## src/pmsup_pkg.sv

```systemverilog
package pmsup_pkg;

	// ****************************************************************
	// Sizes and timing
	// ****************************************************************
	localparam int unsigned CLK_FREQ_HZ    = 100_000_000;
	localparam int unsigned CLK_PERIOD_NS  = 10;
	localparam int unsigned RESTART_MS     = 1000;
	localparam int unsigned RESTART_CYCLES =
		(RESTART_MS * (CLK_FREQ_HZ / 1000));
	localparam int unsigned IRQ_SRC_W      = 8;
	localparam int unsigned RAIL_W         = 7;
	localparam int unsigned SYNC_W         = 3;

	// Rail positions within the rail vectors.
	localparam int unsigned RAIL_BUCK1 = 0;
	localparam int unsigned RAIL_BUCK2 = 1;
	localparam int unsigned RAIL_BUCK3 = 2;
	localparam int unsigned RAIL_LIN1  = 3;
	localparam int unsigned RAIL_LIN2  = 4;
	localparam int unsigned RAIL_LIN3  = 5;
	localparam int unsigned RAIL_LIN4  = 6;

	// Positions of the synchronised pin inputs.
	localparam int unsigned SYN_SHDN   = 0;
	localparam int unsigned SYN_PWREN  = 1;
	localparam int unsigned SYN_BUTTON = 2;

	// Synchroniser preset: shutdown and button idle high, request idle
	// low, so reset release never looks like a power-up request.
	localparam logic [SYNC_W-1:0] SYNC_RESET = 3'h5;

	// ****************************************************************
	// Types
	// ****************************************************************
	typedef enum logic [2:0] {
		PMSUP_OFF     = 3'h1,
		PMSUP_RUN     = 3'h2,
		PMSUP_RESTART = 3'h4
	} pmsup_state_e;

	// Open-drain pin as two signals; the line is low when enabled.
	typedef struct packed {
		logic out;
		logic oe;
	} pmsup_od_s;

	// Interrupt side-band: flag capture and host read acknowledgement.
	typedef struct packed {
		logic [IRQ_SRC_W-1:0] set;
		logic [IRQ_SRC_W-1:0] mask;
		logic [IRQ_SRC_W-1:0] read_ack;
	} pmsup_irq_s;

endpackage : pmsup_pkg

```

## src/pmsup_pins.sv

```systemverilog
// Notes on behaviour
// RL1: Any set unmasked flag pulls interrupt line low.
// RL2: Line releases after host reads causing flag.
// RL3: Masked sources never assert the interrupt.
// RL4: Interrupt pin is open-drain, active low.
// RL5: Shutdown input low turns all outputs off; the code keeps button_pressed live and drives defaults_load high.
// RL6: After shutdown release, wait then default restart.
// RL7: All-rails-good low when any rail fails.
// RL8: Linear-good follows linear regulators one, two.
// RL9: Power request high starts rail sequence.
// RL10: Wake pin pulls low on power-on event.
// RL11: Button input low means pressed.
// RL12: Interrupt holds while unmasked flags pend.
// RL13: Shutdown, enable, button inputs are synchronised.
module pmsup_pins #(
	parameter int unsigned RESTART_CYCLES = pmsup_pkg::RESTART_CYCLES,
	parameter int unsigned SRC_W          = pmsup_pkg::IRQ_SRC_W
) (
	input  wire logic                          core_clk,
	input  wire logic                          rst_n,
	input  wire logic                          hw_shutdown_n,
	input  wire logic                          power_on_request,
	input  wire logic                          button_press_n,
	input  wire logic [pmsup_pkg::RAIL_W-1:0]  rail_in_reg,
	input  wire pmsup_pkg::pmsup_irq_s         irq_ctl,
	output logic [SRC_W-1:0]                   irq_flags,
	output logic                               irq_request_n_out,
	output logic                               irq_request_n_oe,
	output logic                               wake_indication_n_out,
	output logic                               wake_indication_n_oe,
	output logic                               all_rails_good,
	output logic                               linear_regs_good,
	output logic [pmsup_pkg::RAIL_W-1:0]       rail_enable,
	output logic                               button_pressed,
	output logic                               defaults_load
);

	// ****************************************************************
	// Pin synchronisation
	// ****************************************************************
	logic [pmsup_pkg::SYNC_W-1:0] pins_raw;
	logic [pmsup_pkg::SYNC_W-1:0] pins_s;
	logic                         shdn_n_s;
	logic                         pwren_s;

	// All three pins cross into core_clk before use. [RL13]
	assign pins_raw = {button_press_n, power_on_request, hw_shutdown_n};

	pmsup_sync #(
		.WIDTH (pmsup_pkg::SYNC_W),
		.INIT  (pmsup_pkg::SYNC_RESET)
	) u_sync (
		.core_clk (core_clk),
		.rst_n    (rst_n),
		.async_in (pins_raw),
		.sync_out (pins_s)
	);

	assign shdn_n_s = pins_s[pmsup_pkg::SYN_SHDN];
	assign pwren_s  = pins_s[pmsup_pkg::SYN_PWREN];

	// ****************************************************************
	// Power state machine
	// ****************************************************************
	localparam int unsigned CNT_W = $clog2(RESTART_CYCLES + 1);

	pmsup_pkg::pmsup_state_e state_q;
	pmsup_pkg::pmsup_state_e state_d;
	logic [CNT_W-1:0]        cnt_q;
	logic [CNT_W-1:0]        cnt_d;
	logic                    wake_q;
	logic                    wake_d;
	logic                    btn_q;
	logic                    btn_d;

	// Shutdown has priority over everything; the restart delay counts
	// only while the pin stays high, so a bounce starts it over.
	always_comb begin
		state_d = state_q;
		cnt_d   = cnt_q;
		wake_d  = wake_q;
		btn_d   = !pins_s[pmsup_pkg::SYN_BUTTON];   // [RL11]
		case (state_q)
			pmsup_pkg::PMSUP_OFF: begin
				if (!shdn_n_s) begin
					state_d = pmsup_pkg::PMSUP_RESTART;
					cnt_d   = '0;
				end else if (pwren_s) begin
					state_d = pmsup_pkg::PMSUP_RUN;   // [RL9]
					wake_d  = 1'b1;                   // [RL10]
				end
			end
			pmsup_pkg::PMSUP_RUN: begin
				if (!shdn_n_s) begin
					state_d = pmsup_pkg::PMSUP_RESTART;   // [RL5]
					cnt_d   = '0;
				end else if (!pwren_s) begin
					state_d = pmsup_pkg::PMSUP_OFF;
				end
			end
			pmsup_pkg::PMSUP_RESTART: begin
				if (!shdn_n_s) begin
					cnt_d = '0;
				end else if (cnt_q == CNT_W'(RESTART_CYCLES - 1)) begin
					state_d = pmsup_pkg::PMSUP_OFF;   // [RL6]
				end else begin
					cnt_d = cnt_q + CNT_W'(1);
				end
			end
			default: begin
				state_d = pmsup_pkg::PMSUP_OFF;
			end
		endcase
		// The wake pulse is held until host reads flags or the state leaves PMSUP_RUN.
		if (state_q != pmsup_pkg::PMSUP_RUN || |irq_ctl.read_ack) begin
			if (!(state_q == pmsup_pkg::PMSUP_OFF && state_d ==
				pmsup_pkg::PMSUP_RUN)) begin
				wake_d = 1'b0;
			end
		end
	end

	always_ff @(posedge core_clk or negedge rst_n) begin
		if (!rst_n) begin
			state_q <= pmsup_pkg::PMSUP_OFF;
			cnt_q   <= '0;
			wake_q  <= 1'b0;
			btn_q   <= 1'b0;
		end else begin
			state_q <= state_d;
			cnt_q   <= cnt_d;
			wake_q  <= wake_d;
			btn_q   <= btn_d;
		end
	end

	// ****************************************************************
	// Interrupt flags
	// ****************************************************************
	logic [SRC_W-1:0] flag_q;
	logic [SRC_W-1:0] flag_d;
	logic             irq_q;
	logic             irq_d;
	logic             running;

	assign running = (state_q == pmsup_pkg::PMSUP_RUN);

	// A set in the same cycle as its read wins, so no event is lost.
	// Flags return to their default while shut down.
	always_comb begin
		flag_d = (flag_q & ~irq_ctl.read_ack) | irq_ctl.set;   // [RL2]
		if (!running) begin
			flag_d = '0;
		end
		irq_d = |(flag_d & ~irq_ctl.mask);   // [RL1] [RL3] [RL12]
	end

	always_ff @(posedge core_clk or negedge rst_n) begin
		if (!rst_n) begin
			flag_q <= '0;
			irq_q  <= 1'b0;
		end else begin
			flag_q <= flag_d;
			irq_q  <= irq_d;
		end
	end

	// ****************************************************************
	// Rail outputs and power-good
	// ****************************************************************
	logic [pmsup_pkg::RAIL_W-1:0] en_q;
	logic [pmsup_pkg::RAIL_W-1:0] en_d;
	logic                         pg_q;
	logic                         pg_d;
	logic                         lpg_q;
	logic                         lpg_d;

	// Rail status is a registered analog comparator result; a disabled
	// rail counts as out of regulation.
	always_comb begin
		en_d  = running ? '1 : '0;   // [RL9] [RL5]
		pg_d  = running && (&rail_in_reg);   // [RL7]
		lpg_d = running && rail_in_reg[pmsup_pkg::RAIL_LIN1]
			&& rail_in_reg[pmsup_pkg::RAIL_LIN2];   // [RL8]
	end

	always_ff @(posedge core_clk or negedge rst_n) begin
		if (!rst_n) begin
			en_q  <= '0;
			pg_q  <= 1'b0;
			lpg_q <= 1'b0;
		end else begin
			en_q  <= en_d;
			pg_q  <= pg_d;
			lpg_q <= lpg_d;
		end
	end

	// Open-drain pins: out is always low, enable pulls. [RL4] [RL10]
	assign irq_request_n_out     = 1'b0;
	assign irq_request_n_oe      = irq_q;
	assign wake_indication_n_out = 1'b0;
	assign wake_indication_n_oe  = wake_q;
	assign all_rails_good        = pg_q;
	assign linear_regs_good      = lpg_q;
	assign rail_enable           = en_q;
	assign irq_flags             = flag_q;
	assign button_pressed        = btn_q;
	assign defaults_load         = !running;

	// ****************************************************************
	// Checks
	// ****************************************************************
	irq_follows_flags_a: assert property (   // [RL1]
		@(posedge core_clk) disable iff (!rst_n)
		running && |(flag_q & ~irq_ctl.read_ack & ~irq_ctl.mask)
		|=> irq_request_n_oe)
		else $error("interrupt not asserted for pending flag");

	irq_masked_quiet_a: assert property (   // [RL3]
		@(posedge core_clk) disable iff (!rst_n)
		(irq_ctl.set != '0 && (irq_ctl.set & ~irq_ctl.mask) == '0
		&& (flag_q & ~irq_ctl.mask) == '0 && $stable(irq_ctl.mask))
		|=> !irq_request_n_oe)
		else $error("masked source asserted interrupt");

	irq_read_release_a: assert property (   // [RL2]
		@(posedge core_clk) disable iff (!rst_n)
		(irq_ctl.read_ack == flag_q && irq_ctl.set == '0
		&& flag_q != '0) |=> flag_q == '0)
		else $error("read did not clear flags");

	irq_open_drain_a: assert property (   // [RL4]
		@(posedge core_clk) disable iff (!rst_n)
		!irq_request_n_out && !wake_indication_n_out)
		else $error("open-drain pin driven high");

	shdn_outputs_off_a: assert property (   // [RL5]
		@(posedge core_clk) disable iff (!rst_n)
		!shdn_n_s |=> ##1 (rail_enable == '0 && !all_rails_good))
		else $error("outputs alive during shutdown");

	restart_delay_a: assert property (   // [RL6]
		@(posedge core_clk) disable iff (!rst_n)
		(state_q == pmsup_pkg::PMSUP_RESTART && cnt_q != '0)
		|-> rail_enable == '0)
		else $error("rails enabled during restart delay");

	all_rails_good_any_rail_a: assert property (   // [RL7]
		@(posedge core_clk) disable iff (!rst_n)
		!(&rail_in_reg) |=> !all_rails_good)
		else $error("power good high with failed rail");

	lin_good_pair_a: assert property (   // [RL8]
		@(posedge core_clk) disable iff (!rst_n)
		(running && $past(running) && rail_in_reg[pmsup_pkg::RAIL_LIN1]
		&& rail_in_reg[pmsup_pkg::RAIL_LIN2] && $stable(running))
		|=> linear_regs_good)
		else $error("linear good low with both regulators good");

	power_request_a: assert property (   // [RL9]
		@(posedge core_clk) disable iff (!rst_n)
		(state_q == pmsup_pkg::PMSUP_OFF && shdn_n_s && pwren_s)
		|=> ##1 rail_enable == '1)
		else $error("power request did not enable rails");

	wake_on_power_a: assert property (   // [RL10]
		@(posedge core_clk) disable iff (!rst_n)
		(state_q == pmsup_pkg::PMSUP_OFF && shdn_n_s && pwren_s)
		|=> wake_indication_n_oe)
		else $error("no wake indication on power-on");

	button_level_a: assert property (   // [RL11] [RL13]
		@(posedge core_clk) disable iff (!rst_n)
		$past(pins_s[pmsup_pkg::SYN_BUTTON]) == !button_pressed)
		else $error("button state mismatch");

endmodule : pmsup_pins

```

## src/pmsup_sync.sv

```systemverilog
// Two-flop synchroniser for a group of pin inputs.
module pmsup_sync #(
	parameter int unsigned WIDTH = 3,
	parameter logic [WIDTH-1:0] INIT = '1
) (
	input  wire logic             core_clk,
	input  wire logic             rst_n,
	input  wire logic [WIDTH-1:0] async_in,
	output logic      [WIDTH-1:0] sync_out
);

	logic [WIDTH-1:0] meta_q;
	logic [WIDTH-1:0] meta_d;
	logic [WIDTH-1:0] sync_q;
	logic [WIDTH-1:0] sync_d;

	// Only the second stage reads the first, to contain metastability.
	always_comb begin
		meta_d = async_in;
		sync_d = meta_q;
	end

	// Both stages preset so released pins look inactive after reset.
	always_ff @(posedge core_clk or negedge rst_n) begin
		if (!rst_n) begin
			meta_q <= INIT;
			sync_q <= INIT;
		end else begin
			meta_q <= meta_d;
			sync_q <= sync_d;
		end
	end

	assign sync_out = sync_q;

endmodule : pmsup_sync

```

## config.mk

```make
export PLATFORM = sky130hd
export DESIGN_NAME = pmsup_pins
export DESIGN_NICKNAME = d
export VERILOG_FILES = /design/src/pmsup_pkg.sv /design/src/pmsup_pins.sv /design/src/pmsup_sync.sv
export SDC_FILE = /design/constraint.sdc
export NUM_CORES = 1
export LEC_CHECK = 0
export BUFFER_PORTS_ARGS = -buffer_cell sky130_fd_sc_hd__buf_4
export CORE_MARGIN = 4
export CORE_UTILIZATION = 36
export DETAILED_ROUTE_END_ITERATION = 10
export SETUP_SLACK_MARGIN = 0.5
export SLEW_MARGIN = 20
export SYNTH_ARGS = -nofsm -noshare
export SYNTH_HDL_FRONTEND = slang
export SYNTH_SLANG_ARGS = --single-unit
```

## constraint.sdc

```tcl
create_clock -name core_clk -period 2.5 [get_ports core_clk]
set_input_delay 0.25 -clock core_clk [delete_from_list [all_inputs] [get_ports core_clk]]
set_output_delay 0.25 -clock core_clk [all_outputs]
set_load 0.02 [all_outputs]
```

# After elaboration in Yosys (flattened, before gate mapping)
# Cells that the tools add are included.
dict set report op_classes {
  n_reduce_logical 13
  n_addsub 1
  n_mux 18
  eq_ne 8
  bitwise_logic 5
}
# op n
set ops {}
lappend ops {{$mux W27} 3}
lappend ops {{$pmux W27 S2} 1}
lappend ops {{$add A27 B1 Y27 const B} 1}
lappend ops {{$eq A27 B27 Y1 const B} 1}
lappend ops {{$mux W3} 6}
lappend ops {{$and A8 B8 Y8} 2}
lappend ops {{$not A8 Y8} 2}
lappend ops {{$reduce_or A8 Y1} 2}
lappend ops {{$pmux W3 S3} 1}
lappend ops {{$mux W8} 1}
lappend ops {{$or A8 B8 Y8} 1}
lappend ops {{$mux W7} 1}
lappend ops {{$reduce_and A7 Y1} 1}
lappend ops {{$eq A3 B2 Y1 const B} 2}
lappend ops {{$mux W1} 5}
lappend ops {{$logic_and A1 B1 Y1} 4}
lappend ops {{$eq A3 B1 Y1 const B} 1}
lappend ops {{$eq A3 B3 Y1 const B} 1}
lappend ops {{$ne A3 B2 Y1 const B} 1}
lappend ops {{$ne A3 B3 Y1 const B} 1}
lappend ops {{$reduce_and A3 Y1} 1}
lappend ops {{$logic_not A1 Y1} 2}
lappend ops {{$ne A2 B2 Y1 const B} 1}
lappend ops {{$reduce_bool A2 Y1} 1}
lappend ops {{2 further kinds} 2}
dict set report word_totals {
  reg_bits 56
  elab_cells 56
  out_inout_bits 23
  input_bits 36
}

# Logic depth before layout (Yosys ltp)
dict set report depth {
  ltp_word 8
  mapped_depth 8
}

# Cells and area by module
# From an unflattened synthesis, not the netlist that was laid out.
dict set report hier_totals {
  hier_cells 261
  area_unflattened_um2 2516.2
}
# mod area_each_um2 n_inst seq_area_each_um2 cells_each
set modules_own_cells {}
lappend modules_own_cells {pmsup_pins 2361.0 1 1102.3 255}
lappend modules_own_cells {pmsup_sync 155.1 1 155.1 6}

# Worst setup path after synthesis
# OpenSTA, ideal clock, no wires.
dict set report synth_path {
  path_type {reg-to-reg}
  startpoint {reg cnt_q[0]}
  endpoint {reg cnt_q[15]}
  t_required_ns 2.374
  arrival_ns 1.791
  slack_ns 0.582
  period_less_slack_ns 1.918
  setup_ns 0.126
  stages_incl_launch_ff 8
  cell_sequence {dfrtp_1 -> ha_1 -> nand3_1 -> or2_0 -> buf_6 -> o31ai_4 -> a21oi_1 -> o2bb2a_1}
}
dict set report synth_between {
  elab_chain_len 4
  elab_cells_between_ends 7
}
# item line_no
set synth_rtl {}
lappend synth_rtl {{start: declaration} pmsup_pins.sv:69} ;# logic [CNT_W-1:0] cnt_q;
lappend synth_rtl {{start signal: assignment} pmsup_pins.sv:131} ;# cnt_q <= cnt_d;
lappend synth_rtl {{$add A27 B1 Y27} pmsup_pins.sv:107} ;# cnt_d = cnt_q + CNT_W'(1);
lappend synth_rtl {{$mux W27} pmsup_pins.sv:104} ;# end else if (cnt_q == CNT_W'(RESTART_CYCLES - 1)) begin
lappend synth_rtl {{$mux W27} pmsup_pins.sv:102} ;# if (!shdn_n_s) begin
lappend synth_rtl {{$pmux W27 S2} pmsup_pins.sv:83} ;# case (state_q)
# Parallel ways exist; a longest one is shown, timed or not. The select of a mux whose other input is x is not followed.
# A chain may end at the register's enable or synchronous reset.

# Worst setup path after layout
dict set report layout_path {
  startpoint {reg cnt_q[8]}
  endpoint {reg cnt_q[7]}
}
dict set report layout_between {
  elab_chain_len 3
}
# item line_no
set layout_rtl {}
lappend layout_rtl {{$eq A27 B27 Y1} pmsup_pins.sv:104}
lappend layout_rtl {{$ne A3 B3 Y1 (no source line)} -}
lappend layout_rtl {{$reduce_and A3 Y1 (no source line)} -}
# No other way between the ends.

==> results.toml <==
[status]
outcome = "finished clean"

[setup_path]
crit_path_cell_trace = "nor4b_2, nand4_1, buf_4, nor3_4, or2_4, o41ai_1"
crit_type = "reg -> reg"
slowest_delay_ps = 460
crit_arrival_ps = 2120
endpoint_kind = "flop"
crit_start = "cnt_q[8]$_DFFE_PN0P_"
path_delay_family = "simple AND/OR/NAND/NOR gates"
worstPathRequired_ps = 2680
path_buf_inv = 1
crit_fanout = 8
crit_slowest_cell = "dfrtp_2"
cp-start-kind = "flop"
r2r-start = "cnt_q[8]$_DFFE_PN0P_"

[synth]
synth_seq_cells = 50
synth-edff-count = 0
syn_area_um2 = 2510
synth-simple-area-share = 0.247
synth_top_family_by_area = "simple AND/OR/NAND/NOR gates"
yosysSeqAreaShare = 0.500
synth_xor_area_frac = 0.0453
syn_area_per_cell_um2 = 9.71
yosys_warnings = 0
async_flop_share = 1.00
synth_fa_ha_area_frac = 0.00498
synth_compound_area_frac = 0.127
synth-main-ff-cell = "dfrtp_1"
ys_types = 45
netlist_instances = 259
muxShareOfSynthArea = 0.00398

[sta]
period_needed_ps = 1940
setup_viol = 0
hold_viol_final = 0
worst_pin_slew_ps = 655
final.period_utilization = 0.776
tns_ps = 0
rsz0062_at_grt = "true"
relSlewSlack = 0.563
fmax_mhz = 515
skew_ps = 8.91
slew_violations = 0

[floorplan]
die-height_um = 91.6
rows = 30
die_area_um2 = 8390
die_x_um = 91.6
start_util = 0.370
ios = 59
design.core.area_um2 = 6790

[drt]
wl_per_cell_um = 14.5
num_vias = 2165
ant_nets = 0
vias_per_cell = 5.15
drc = 0
drt_iter0_markers = 112
firstDrtPassIters = 4
wirelength_um = 6080

[clock_tree]
clkTransAtPathRegs_ps = 100
htreeDepth = 2
cts_made_buffers = 5
clkSinkCount = 50
clock_latency_ps = 310
cts-root-buf = "clkbuf_8"
cts_buffer_depth = 2
cts_tree = "done"

[finish]
layout-drive-gt1-share = 0.315
fillers = 652
finalNonFillerCells = 420
diodes = 0
nets = 360
regArea_um2 = 1260
syn_to_final_growth_pct = 28.6
multi_input_area_um2 = 1150

[pwr]
irDropWorstVdd_mv = 0.288
p_total_w = 0.00200
powerDensity_nw_per_um2 = 619
power_leakage_nw = 1.45

[flow_run]
maxCapViolations = 0

[global_routing]
grt_pass1_wl_um = 10100
gr-total-overflow = 0
grt_max_degree = 51
antenna_found_initial = 0
grt_pass1_vias = 2148
track_usage = 0.150

[placed_design]
gp_congestion = 0.845
dp_cells = 401
hpwl_um = 4210
io_buffers = 56

[min_path]
hp-class = "in -> reg"
min-delay-start = "hw_shutdown_n"
[where the power goes]
part           leakage (nW)  switching [W]  internal, W
Combinational         0.735       0.000325     0.000249
Clock                0.0447       0.000290     0.000202
Sequential            0.669      0.0000690     0.000867
[synth_stat cells (5+ instances only)]
cell type,number,area share
nand2_1,11,0.016
nor2_1,29,0.043
inv_1,15,0.022
buf_4,9,0.027
dfrtp_1,45,0.45
or4_1,5,0.015
o31ai_1,7,0.021
and4_1,5,0.017
xnor2_1,11,0.038
or3_1,9,0.022
nor4_1,8,0.020
nand3_1,14,0.028
dfstp_2,5,0.052
a21oi_1,18,0.036
nand4_1,10,0.025
o21ai_0,10,0.020
[placed cells by master, fill, tap and decap left out, drive strengths merged, types with 2 or more instances in the layout]
cell type	count
or3	9
xnor2	11
or4	5
nand3	14
a21oi	18
nand2	12
o41ai	3
clkbuf	5
nor3b	2
xor2	2
o211ai	2
nor3	6
conb	2
buf	72
nor2	29
dfstp	5
o31ai	8
o21ai	10
dfrtp	45
nor4	8
inv	16
and4	5
or2	3
nand4	11
and3	3
nor4b	2
o311ai	3
[final timing paths]
kind                                           endpoint  slack, ps  cells after the start
setup / recovery                   cnt_q[7]$_DFFE_PN0P_        560                      6
hold / removal               u_sync.meta_q[0]$_DFF_PN1_         40                      1
setup reg to reg                   cnt_q[7]$_DFFE_PN0P_        560                      6
hold reg to reg            u_sync.sync_out[1]$_DFF_PN0_        360                      0
max in group asynchronous          cnt_q[8]$_DFFE_PN0P_       1570                      2
min in group asynchronous         cnt_q[10]$_DFFE_PN0P_        490                      2
[layout make-up]
cell class,instances,area share
multi-input cells,178,0.355
clock buffers,5,0.0213
flip-flops and latches,50,0.389
clock inverters,3,0.00774
repair buffers,73,0.173
well taps,96,0.0371
inverters,15,0.0174
[registers in the layout (all words and copies together), names as in the netlist]
signal,flops
cnt_q,27
irq_flags,8
button_pressed,1
all_rails_good,1
wake_indication_n_oe,1
u_sync.meta_q,3
linear_regs_good,1
state_q,3
u_sync.sync_out,3
irq_request_n_oe,1
rail_enable,1
[routing by layer]
| layer | share of wire | GRT usage | wire, µm | vias up |
|---|---|---|---|---|
| met2 | 0.49 | 0.248 | 2980 | 66 |
| met1 | 0.44 | 0.191 | 2690 | 1035 |
| met5 | 0 | 0 | 0 | - |
| met4 | 0.019 | 0.0528 | 116 | 0 |
| li1 | - | - | - | 1053 |
| met3 | 0.049 | 0.0331 | 296 | 11 |
[cells by family (layout without fill, tap and decap cells)]
family | after synthesis | count (layout)
DFF | 50 | 50
AOI/OAI and AO/OA | 49 | 49
other | 1 | 2
xor gates and xnor gates | 13 | 13
and+or+nand+nor | 111 | 112
buffers and inverters | 33 | 96
muxes | 1 | 1
adders and majority gates | 1 | 1
[repair_timing]
item                       CTS  global route
gates resized for setup      4            11
pin swaps                    3             4
gates cloned                 1             0
hold endpoints to repair    45             0
setup buffers                4             5
hold buffers                 1             0
setup endpoints to repair   25            29
[metrics by stage]
step	cell area (µm²)	hold WS (ps)	util	setup WS [ps]
floorplan	2520	-45.6	-	582
global placement	2990	320	0.440	284
detailed placement	2990	322	0.440	195
CTS	3150	23.0	0.464	516
global route	3230	15.3	0.476	466
finish	3230	38.9	0.476	560
Power figures use the tool's default switching activity.
